==> config.mk <==
export PLATFORM = sky130hd
export DESIGN_NAME = adcdc_device_flat
export DESIGN_NICKNAME = d
export VERILOG_FILES = /design/src/inc/adcdc_pkg.sv /design/src/inc/adcdc_link_if.sv /design/src/design/adcdc_device.sv /design/src/flat_wrapper.sv
export SDC_FILE = /design/constraint.sdc
export NUM_CORES = 1
export LEC_CHECK = 0
export ABC_AREA = 1
export BUFFER_PORTS_ARGS = -buffer_cell sky130_fd_sc_hd__buf_2
export CAP_MARGIN = 20
export CELL_PAD_IN_SITES_DETAIL_PLACEMENT = 0
export CELL_PAD_IN_SITES_GLOBAL_PLACEMENT = 1
export CORE_MARGIN = 2
export CORE_UTILIZATION = 41
export CTS_CLUSTER_SIZE = 30
export DETAILED_ROUTE_END_ITERATION = 12
export PLACE_DENSITY = 0.85
export SYNTH_ARGS = -nofsm -noshare
export SYNTH_HDL_FRONTEND = slang
export SYNTH_SLANG_ARGS = --single-unit
==> constraint.sdc <==
create_clock -name clk -period 6.44 [get_ports clk]
set_input_delay 1.288 -clock clk [delete_from_list [all_inputs] [get_ports clk]]
set_output_delay 1.288 -clock clk [all_outputs]
set_load 0.01 [all_outputs]
==> src/inc/adcdc_pkg.sv <==
package adcdc_pkg;
    // Register byte addresses.
    localparam logic [7:0] DSYS_ADDR    = 8'h0C;
    localparam logic [7:0] CLKCFG_ADDR  = 8'h0D;
    localparam logic [7:0] HSTAT_ADDR   = 8'h10;
    // Register reset values.
    localparam logic [7:0] DSYS_RESET   = 8'h3C;
    localparam logic [7:0] CLKCFG_RESET = 8'h08;
    // Writable clock register bits.
    localparam logic [7:0] CLKCFG_WMASK = 8'h8E;
    // Reserved divider code and its stand-in.
    localparam logic [2:0] DIV_RSVD     = 3'h0;
    localparam logic [2:0] DIV_SAFE     = 3'h1;
    // Seed mixed into the command check byte.
    localparam logic [7:0] CHECK_SEED   = 8'h5A;
    // Frame sizes in device words.
    localparam logic [3:0] FIX_WORDS_4CH = 4'h6;
    localparam logic [3:0] FIX_WORDS_2CH = 4'h4;
    localparam logic [3:0] STATUS_WORDS  = 4'h1;
    localparam logic [3:0] CHECK_WORDS   = 4'h1;
    // Clock period and the four delay steps, in ns.
    localparam int CLK_NS  = 4;
    localparam int DLY0_NS = 6;
    localparam int DLY1_NS = 8;
    localparam int DLY2_NS = 10;
    localparam int DLY3_NS = 12;

    // Digital system register layout, bit 7 first.
    typedef struct packed {
        logic       watchdog_timeout_enable;
        logic       crc_all_bits;
        logic [1:0] frame_end_flag_delay;
        logic [1:0] output_float_delay;
        logic       fixed_frame;
        logic       crc_en;
    } adcdc_dsys_t;

    // Clock register layout, bit 7 first.
    typedef struct packed {
        logic       clock_origin_select;
        logic [2:0] rsvd_hi;
        logic [2:0] div_code;
        logic       rsvd_lo;
    } adcdc_clk_t;

    // Host sequencer states.
    typedef enum logic [0:0] {
        HOST_IDLE,
        HOST_RESET
    } adcdc_host_state_t;

    // Least delay rounds up to whole clock cycles.
    function automatic logic [3:0] dly_cycles(input logic [1:0] code);
        int ns;
        ns = (code == 2'h0) ? DLY0_NS : (code == 2'h1) ? DLY1_NS :
             (code == 2'h2) ? DLY2_NS : DLY3_NS;
        return 4'((ns + CLK_NS - 1) / CLK_NS);
    endfunction : dly_cycles

    // Check byte that every command carries.
    function automatic logic [7:0] check_of(input logic [7:0] a, input logic [7:0] d);
        return a ^ d ^ CHECK_SEED;
    endfunction : check_of
endpackage : adcdc_pkg

==> src/inc/adcdc_link_if.sv <==
`timescale 1ns/1ps
// Command link from host to converter.
interface adcdc_link_if (
    // Shared clock.
    input wire logic clk
);
    logic       wr;          // One-cycle write strobe.
    logic [7:0] addr;        // Register address.
    logic [7:0] wdata;       // Write data.
    logic [7:0] check;       // Check byte over address and data.
    logic       soft_reset;  // One-cycle software reset.
    logic       reject;      // Device dropped a command.

    // Host end drives commands.
    modport host (
        output wr,
        output addr,
        output wdata,
        output check,
        output soft_reset,
        input  reject
    );

    // Device end takes commands.
    modport device (
        input  wr,
        input  addr,
        input  wdata,
        input  check,
        input  soft_reset,
        output reject
    );
endinterface : adcdc_link_if

==> src/design/adcdc_device.sv <==
// The plain strobed port was decided locally.
`timescale 1ns/1ps
// How it works
// - Watchdog counter runs only while enabled.
// - Host resets device after watchdog disable.
// - Checksum coverage mode is bit six.
// - Frame end flag after coded delay.
// - Output floats after coded delay.
// - Fixed or computed words per frame.
// - Checksum word added when enabled.
// - Commands failing the check are ignored while checking is enabled.
// - Internal clock source select bit.
// - Divider by two times code.
// - Sync master drives divided serial clock.
// - Host writes zero to reserved bits.
module adcdc_device #(
    parameter int NCH      = 4,
    parameter int WDT_W    = 16,
    parameter int WDT_LIMIT = 1024
) (
    // Clock and reset.
    input  wire logic             clk,
    input  wire logic             rst_b,
    // Command link.
    adcdc_link_if.device          link,
    // Clock pins from outside.
    input  wire logic             external_clock_input,
    input  wire logic             serial_clock_pin,
    // Frame control from the serial engine.
    input  wire logic             sync_master,
    input  wire logic [NCH-1:0]   channel_enable,
    input  wire logic             frame_start,
    input  wire logic             last_bit,
    // Watchdog state.
    output logic                  watchdog_running,
    output logic                  watchdog_timeout,
    // Frame settings.
    output logic                  crc_all_bits,
    output logic                  crc_word_enable,
    output logic [3:0]            frame_words,
    output logic                  frame_end_flag,
    output logic                  dout_oe,
    // Clocks.
    output logic                  internal_div_clock,
    output logic                  sclk_out,
    output logic                  sclk_oe,
    // Register readback.
    output logic [7:0]            dsys_value,
    output logic [7:0]            clk_value
);

    // All flip-flops of the device in one record.
    typedef struct packed {
        adcdc_pkg::adcdc_dsys_t dsys;      // Digital system register.
        adcdc_pkg::adcdc_clk_t  clkc;      // Clock register.
        logic [2:0]             ext_sync;  // Crystal pin synchroniser.
        logic [2:0]             sck_sync;  // Serial clock synchroniser.
        logic [2:0]             div_cnt;   // Source edges this half.
        logic                   div_clk;   // Divided clock level.
        logic                   sclk_o;    // Serial clock pin drive.
        logic                   sclk_oe;   // Serial clock enable.
        logic [WDT_W-1:0]       wdt_cnt;   // Watchdog count.
        logic                   wdt_run;   // Watchdog active.
        logic                   wdt_to;    // Watchdog expired.
        logic [3:0]             fend_cnt;  // Frame end delay count.
        logic                   fend_flag; // Frame end flag.
        logic [3:0]             flt_cnt;   // Float delay count.
        logic                   dout_oe;   // Data output enable.
        logic [3:0]             words;     // Words per frame.
        logic                   reject;    // Command dropped.
    } adcdc_dev_st_t;

    adcdc_dev_st_t st;       // Current state.
    adcdc_dev_st_t next_st;  // Next state.

    // Every output comes straight from a flip-flop.
    assign watchdog_running   = st.wdt_run;
    assign watchdog_timeout   = st.wdt_to;
    assign crc_all_bits       = st.dsys.crc_all_bits;
    assign crc_word_enable    = st.dsys.crc_en;
    assign frame_words        = st.words;
    assign frame_end_flag     = st.fend_flag;
    assign dout_oe            = st.dout_oe;
    assign internal_div_clock = st.div_clk;
    assign sclk_out           = st.sclk_o;
    assign sclk_oe            = st.sclk_oe;
    assign dsys_value         = st.dsys;
    assign clk_value          = st.clkc;
    assign link.reject        = st.reject;

    // Next state of the whole device.
    always_comb begin
        logic       check_ok;  // Command check passed.
        logic       src_edge;  // Rising edge of selected source.
        logic [2:0] half;      // Source edges per half period.
        logic [3:0] nwords;    // Computed frame size.
        check_ok = 1'b0;
        src_edge = 1'b0;
        half     = adcdc_pkg::DIV_SAFE;
        nwords   = 4'h0;
        next_st  = st;
        next_st.reject = 1'b0;

        // Stage two reads only stage one; edges look at later stages.
        next_st.ext_sync = {st.ext_sync[1:0], external_clock_input};
        next_st.sck_sync = {st.sck_sync[1:0], serial_clock_pin};

        // A software reset restores both registers before any write.
        // Soft reset resync
        if (link.soft_reset) begin
            next_st.dsys    = adcdc_pkg::adcdc_dsys_t'(adcdc_pkg::DSYS_RESET);
            next_st.clkc    = adcdc_pkg::adcdc_clk_t'(adcdc_pkg::CLKCFG_RESET);
            next_st.wdt_cnt = '0;
            next_st.div_cnt = 3'h0;
        end

        // With checking on, only good commands land.
        // Drop failed commands
        check_ok = !st.dsys.crc_en ||
                   (link.check == adcdc_pkg::check_of(link.addr, link.wdata));
        if (link.wr) begin
            if (!check_ok) begin
                next_st.reject = 1'b1;
            end else if (link.addr == adcdc_pkg::DSYS_ADDR) begin
                next_st.dsys = adcdc_pkg::adcdc_dsys_t'(link.wdata);
            end else if (link.addr == adcdc_pkg::CLKCFG_ADDR) begin
                // Reserved bits stay zero.
                // Reserved bits zero
                next_st.clkc = adcdc_pkg::adcdc_clk_t'(link.wdata &
                                                       adcdc_pkg::CLKCFG_WMASK);
            end
        end

        // The watchdog counts between frames and stops when disabled.
        // Watchdog enable gate
        next_st.wdt_run = st.dsys.watchdog_timeout_enable;
        if (!st.dsys.watchdog_timeout_enable) begin
            next_st.wdt_cnt = '0;
            next_st.wdt_to  = 1'b0;
        end else if (frame_start) begin
            next_st.wdt_cnt = '0;
            next_st.wdt_to  = 1'b0;
        end else if (st.wdt_cnt == WDT_W'(WDT_LIMIT - 1)) begin
            // Expiry is sticky until the next frame starts or the watchdog is disabled.
            next_st.wdt_to = 1'b1;
        end else begin
            next_st.wdt_cnt = st.wdt_cnt + WDT_W'(1);
        end

        // Frame end flag rises the coded delay after the last bit.
        // Frame end delay
        if (frame_start) begin
            next_st.fend_flag = 1'b0;
        end
        if (last_bit) begin
            next_st.fend_cnt =
                adcdc_pkg::dly_cycles(st.dsys.frame_end_flag_delay);
        end else if (st.fend_cnt != 4'h0) begin
            next_st.fend_cnt = st.fend_cnt - 4'h1;
            // A new flag beats a clear in the same cycle.
            if (st.fend_cnt == 4'h1) begin
                next_st.fend_flag = 1'b1;
            end
        end

        // Output floats the coded delay after the last bit.
        // Float delay
        if (frame_start) begin
            next_st.dout_oe = 1'b1;
        end
        if (last_bit) begin
            next_st.flt_cnt =
                adcdc_pkg::dly_cycles(st.dsys.output_float_delay);
        end else if (st.flt_cnt != 4'h0) begin
            next_st.flt_cnt = st.flt_cnt - 4'h1;
            if (st.flt_cnt == 4'h1 && !frame_start) begin
                next_st.dout_oe = 1'b0;
            end
        end

        // Frame size is fixed or follows the enabled words.
        // Words per frame
        nwords = adcdc_pkg::STATUS_WORDS;
        for (int i = 0; i < NCH; i++) begin
            nwords = nwords + {3'h0, channel_enable[i]};
        end
        if (st.dsys.crc_en) begin
            nwords = nwords + adcdc_pkg::CHECK_WORDS;
        end
        if (st.dsys.fixed_frame) begin
            nwords = (NCH == 4) ? adcdc_pkg::FIX_WORDS_4CH
                                : adcdc_pkg::FIX_WORDS_2CH;
        end
        next_st.words = nwords;

        // Pick the source edge for the internal clock.
        // Clock source select
        src_edge = st.clkc.clock_origin_select ?
                   (st.sck_sync[1] && !st.sck_sync[2]) :
                   (st.ext_sync[1] && !st.ext_sync[2]);

        // Toggling every code edges divides by twice the code.
        // The reserved code runs as the smallest ratio, not a stall.
        // Divide by code
        if (st.clkc.div_code != adcdc_pkg::DIV_RSVD) begin
            half = st.clkc.div_code;
        end
        if (src_edge) begin
            if (st.div_cnt + 3'h1 >= half) begin
                next_st.div_cnt = 3'h0;
                next_st.div_clk = !st.div_clk;
            end else begin
                next_st.div_cnt = st.div_cnt + 3'h1;
            end
        end

        // As master the divided clock drives the serial clock.
        // Master clock out
        next_st.sclk_oe = sync_master;
        next_st.sclk_o  = sync_master && next_st.div_clk;
    end

    // Register the record; reset loads constants only.
    always_ff @(posedge clk) begin
        if (!rst_b) begin
            st      <= '0;
            st.dsys <= adcdc_pkg::adcdc_dsys_t'(adcdc_pkg::DSYS_RESET);
            st.clkc <= adcdc_pkg::adcdc_clk_t'(adcdc_pkg::CLKCFG_RESET);
        end else begin
            st <= next_st;
        end
    end

endmodule : adcdc_device

==> src/flat_wrapper.sv <==
// flat-port wrapper written by rule: the top's interface ports become plain ports
module adcdc_device_flat 
#(
    parameter int NCH      = 4,
    parameter int WDT_W    = 16,
    parameter int WDT_LIMIT = 1024
)
  (clk, rst_b, external_clock_input, serial_clock_pin, sync_master, channel_enable, frame_start, last_bit, watchdog_running, watchdog_timeout, crc_all_bits, crc_word_enable, frame_words, frame_end_flag, dout_oe, internal_div_clock, sclk_out, sclk_oe, dsys_value, clk_value, link_wr, link_addr, link_wdata, link_check, link_soft_reset, link_reject);
  adcdc_link_if link_i (.clk(clk));
  input  wire logic clk;
  input  wire logic rst_b;
  input  wire logic external_clock_input;
  input  wire logic serial_clock_pin;
  input  wire logic sync_master;
  input  wire logic [NCH-1:0] channel_enable;
  input  wire logic frame_start;
  input  wire logic last_bit;
  output logic watchdog_running;
  output logic watchdog_timeout;
  output logic crc_all_bits;
  output logic crc_word_enable;
  output logic [3:0] frame_words;
  output logic frame_end_flag;
  output logic dout_oe;
  output logic internal_div_clock;
  output logic sclk_out;
  output logic sclk_oe;
  output logic [7:0] dsys_value;
  output logic [7:0] clk_value;
  input wire logic [$bits(link_i.wr)-1:0] link_wr;
  input wire logic [$bits(link_i.addr)-1:0] link_addr;
  input wire logic [$bits(link_i.wdata)-1:0] link_wdata;
  input wire logic [$bits(link_i.check)-1:0] link_check;
  input wire logic [$bits(link_i.soft_reset)-1:0] link_soft_reset;
  output wire logic [$bits(link_i.reject)-1:0] link_reject;
  assign link_i.wr = link_wr;
  assign link_i.addr = link_addr;
  assign link_i.wdata = link_wdata;
  assign link_i.check = link_check;
  assign link_i.soft_reset = link_soft_reset;
  assign link_reject = link_i.reject;
  adcdc_device #(.NCH(NCH), .WDT_W(WDT_W), .WDT_LIMIT(WDT_LIMIT)) u_core (.clk(clk), .rst_b(rst_b), .link(link_i), .external_clock_input(external_clock_input), .serial_clock_pin(serial_clock_pin), .sync_master(sync_master), .channel_enable(channel_enable), .frame_start(frame_start), .last_bit(last_bit), .watchdog_running(watchdog_running), .watchdog_timeout(watchdog_timeout), .crc_all_bits(crc_all_bits), .crc_word_enable(crc_word_enable), .frame_words(frame_words), .frame_end_flag(frame_end_flag), .dout_oe(dout_oe), .internal_div_clock(internal_div_clock), .sclk_out(sclk_out), .sclk_oe(sclk_oe), .dsys_value(dsys_value), .clk_value(clk_value));
endmodule
==> metrics.log <==
INFO  metric timing_startpoint_of_the_critical_path = channel_enable[0]
INFO  metric max_freq = 321.9 MHz
INFO  metric cts-resized-gates = 0
INFO  metric post_drt_wl_per_cell = 10.76 um
INFO  metric grt_max_degree = 26
INFO  metric r2r_slack = 4.54 ns
INFO  metric worst_path_most_repeated_cell = inv_1
INFO  metric grt_pass1_vias = 2,635
INFO  metric synth-edff-count = 0
INFO  metric route.detailed.drc = 0
INFO  metric worst_setup_path_end_kind = register
INFO  metric synthesized_flop_and_latch_total = 61
INFO  metric clkSlewWorstSetupHoldPaths = 0.07 ns
INFO  metric most-common-layout-cells = nand2_1 (110), inv_1 (71), buf_2 (66)
INFO  metric detail_route.iter0.violations = 75
INFO  metric wl = 6.464 mm
INFO  metric setup_viol = 0
INFO  metric cts-hold-fix-buffers = 0
INFO  metric reg2reg_depth = 8
INFO  metric setup.worst_path.start_class = input pin
INFO  metric period_minus_slack = 3.107 ns
INFO  metric cts-buffers-inserted = 9
INFO  metric timing.slew.headroom = 0.5247
INFO  metric via_count = 2,805
INFO  metric overflow = 0
INFO  metric place.gp.congestion = 0.7715
INFO  metric drive_above_1_share = 0.1932
INFO  metric timing.critical_path.depth = 12
INFO  metric areaGrowthSynthToFinish = 14.17%
INFO  metric cp_data_required_time = 6.67 ns
INFO  metric crit_family = adder cells
INFO  metric period_share = 0.4824
INFO  metric floorplan.rows = 31
INFO  metric type_of_the_worst_setup_path = input pin to register
INFO  metric worst-slew-pin-transition = 0.7076 ns
INFO  metric crit_path_max_fanout = 3
INFO  metric cp_slowest_cell = fa_1
INFO  metric final_common_cell = nand2_1
INFO  metric combPwrFrac = 0.096
INFO  metric antenna_left = 0
INFO  metric clkPwrFrac = 0.413
INFO  metric synth.net_count = 496
INFO  metric async_reset_ff_frac = 0
INFO  metric num-nets-final = 543
INFO  metric portbufs = 66
INFO  metric global_route_wire_length_before_repair = 11.46 mm
INFO  metric synth_seq_area_share = 0.3885
INFO  metric timing.setup.tns = 0 ns
INFO  metric crit_end = u_core.frame_words[1]
INFO  metric ioPinCount = 67
INFO  metric cts_max_path_buffers = 2
INFO  metric clk-insertion-delay-late = 0.33 ns
INFO  metric timing.critical_path.cells = buf_2, fa_1, inv_1, ha_1, inv_1, fa_1, inv_1, ha_1, nand2_1, o21ai_0, o21ai_0, inv_1
INFO  metric final_critical_path_setup_slack = 3.333 ns
INFO  metric regToRegEndpoint = u_core.st[20]
INFO  metric ir_worst_vdd = 77.59 uV
INFO  metric antennaDiodeCount = 0
INFO  metric status = complete, no violations
INFO  metric synth_area_leader_cell = dfxtp_1
INFO  metric p_sw = 0.1980 mW
INFO  metric synthesis.area_per_instance = 6.984 um^2
INFO  metric fp.dieArea = 8382 um^2
INFO  metric synthCells = 450
INFO  metric grt_antenna_before_repair = 0
INFO  metric power_frac_seq = 0.492
INFO  metric detailedRoute.firstPassIterationCount = 4
INFO  metric grtUsageTotal = 0.1664
INFO  metric yosysUniqueCellTypes = 37
INFO  metric timing_max_transition_violations_final = 0
INFO  metric timing.rr.start = u_core.st[17]
INFO  metric synth.top_cells.by_area = dfxtp_1 (39%), nand2_1 (13%), inv_1 (8.5%)
INFO  metric timing.max_cap.violations = 0
INFO  metric core-area = 7331 um^2
INFO  metric ys_dominant_reg_cell = dfxtp_1
INFO  metric cts_root_buf = clkbuf_8
INFO  metric cts.sinks = 61
INFO  metric htree_levels = 3
INFO  metric power_density = 220.6 nW/um^2
INFO  metric worst-endpoint-arrival = 3.34 ns
INFO  metric dieHeight = 91.56 um
INFO  metric cts_setup_buffers = 0
INFO  metric routed_via_density = 4.667
INFO  metric hpwlAfterDp = 4.936 mm
INFO  metric tritoncts = built
INFO  metric grt_setup_unrepaired = no
INFO  metric worst-path-buf-inv = 5
INFO  metric floorplan.initialDensity = 0.4287
INFO  metric hp-class = register to register
INFO  metric dp_slack = 2.986 ns
INFO  metric netlist_area_before_placement = 3143 um^2
INFO  metric timing.final.hold_violations = 0
INFO  metric cell_internal_pwr = 0.5934 mW
INFO  metric skew_final = 0.009440 ns
INFO  metric crit_path_max_incr_delay = 0.52 ns
INFO  metric synthesis.yosys.warnings = 0
INFO  metric p_leak = 1.778 nW
INFO  metric netSwitchingFraction = 0.2502
INFO  metric yosys.area.top_type_share = 0.3885
INFO  metric floorplan.die.width = 91.56 um
area by class of cell:
class / instances / area [um^2]
fillers: 741 / 3742
multi-input cells: 284 / 1440
flip-flops and latches: 61 / 1221
repair buffers: 66 / 330.3
inverters: 75 / 281.5
clock buffers: 10 / 127.6
well taps: 99 / 123.9
clock inverters: 6 / 63.81
metal layers:
metal / vias to the layer above / global-route usage / routed length (um)
met5: - / 0 / 0
met4: 0 / 0.07955 / 144
met3: 11 / 0.03402 / 290
met2: 72 / 0.2819 / 3027
met1: 1230 / 0.2002 / 3002
li1: 1492 / - / -
logic make-up (layout without fill, tap and decap cells):
kind of cell | after synthesis | in the layout | synth area share
fa+ha+maj | 9 | 9 | 0.04060
flops | 61 | 61 | 0.3885
buf+inv | 105 | 157 | 0.1533
xor+xnor | 4 | 4 | 0.01115
compound gates | 52 | 52 | 0.09077
simple gates | 219 | 219 | 0.3157
synth_stat cells, drive strengths merged (2+ instances only):
cell	number
a21oi	24
buf	23
clkbuf	7
dfxtp	61
fa	2
ha	7
inv	74
nand2	111
nand3	23
nand3b	7
nand4	11
nor2	45
nor3	6
nor3b	8
nor4	2
o21ai	21
or2	6
xor2	4
worst min-delay path by stage:
stage,start,to,slack (ns),depth (start not counted)
detailed placement,u_core.next_st[43],u_core.next_st[44],0.40,2
floorplan,u_core.next_st[40],u_core.next_st[41],0.39,2
global placement,u_core.next_st[40],u_core.next_st[41],0.40,2
finish,u_core.next_st[43],u_core.next_st[44],0.42,2
CTS,u_core.next_st[43],u_core.next_st[44],0.42,2
global route,u_core.next_st[43],u_core.next_st[44],0.44,2
sequential cells by signal, indices dropped and copies added (netlist names):
name and count:
u_core.sclk_out 1, u_core.link.reject 1, u_core.dout_oe 1, u_core.watchdog_running 1
u_core.sclk_oe 1, u_core.st 29, u_core.crc_all_bits 1, u_core.dsys_value 6
u_core.crc_word_enable 1, u_core.clk_value 8, u_core.watchdog_timeout 1, u_core.internal_div_clock 1
u_core.frame_words 4, u_core.next_st 4, u_core.frame_end_flag 1
worst min-delay path: stages (launching register included):
cell and delay [ns]:
dfxtp_1 0.31, nand2_1 0.04, inv_1 0.04
power groups by stage:
stage	sequential, mW	clock, mW	combinational (mW)
3_5_place_dp	0.398	0	0.0760
3_3_place_gp	0.398	0	0.0728
2_1_floorplan	0.398	0	0.0508
5_1_grt	0.390	0.350	0.0877
4_1_cts	0.389	0.334	0.0761
6_report	0.389	0.327	0.0757
through the flow:
| stage | instances | utilization | power [mW] | cell area [um^2] | hold slack, ns |
|---|---|---|---|---|---|
| finish | 601 | 0.4895 | 0.7915 | 3588 | 0.4150 |
| global placement | 585 | 0.4634 | 0.4704 | 3397 | 0.3957 |
| CTS | 601 | 0.4895 | 0.7994 | 3588 | 0.4161 |
| detailed placement | 585 | 0.4634 | 0.4735 | 3397 | 0.3991 |
| floorplan | 450 | - | 0.4483 | 3143 | 0.3905 |
| global route | 601 | 0.4895 | 0.8276 | 3588 | 0.4444 |
(Power assumes the default switching activity.)
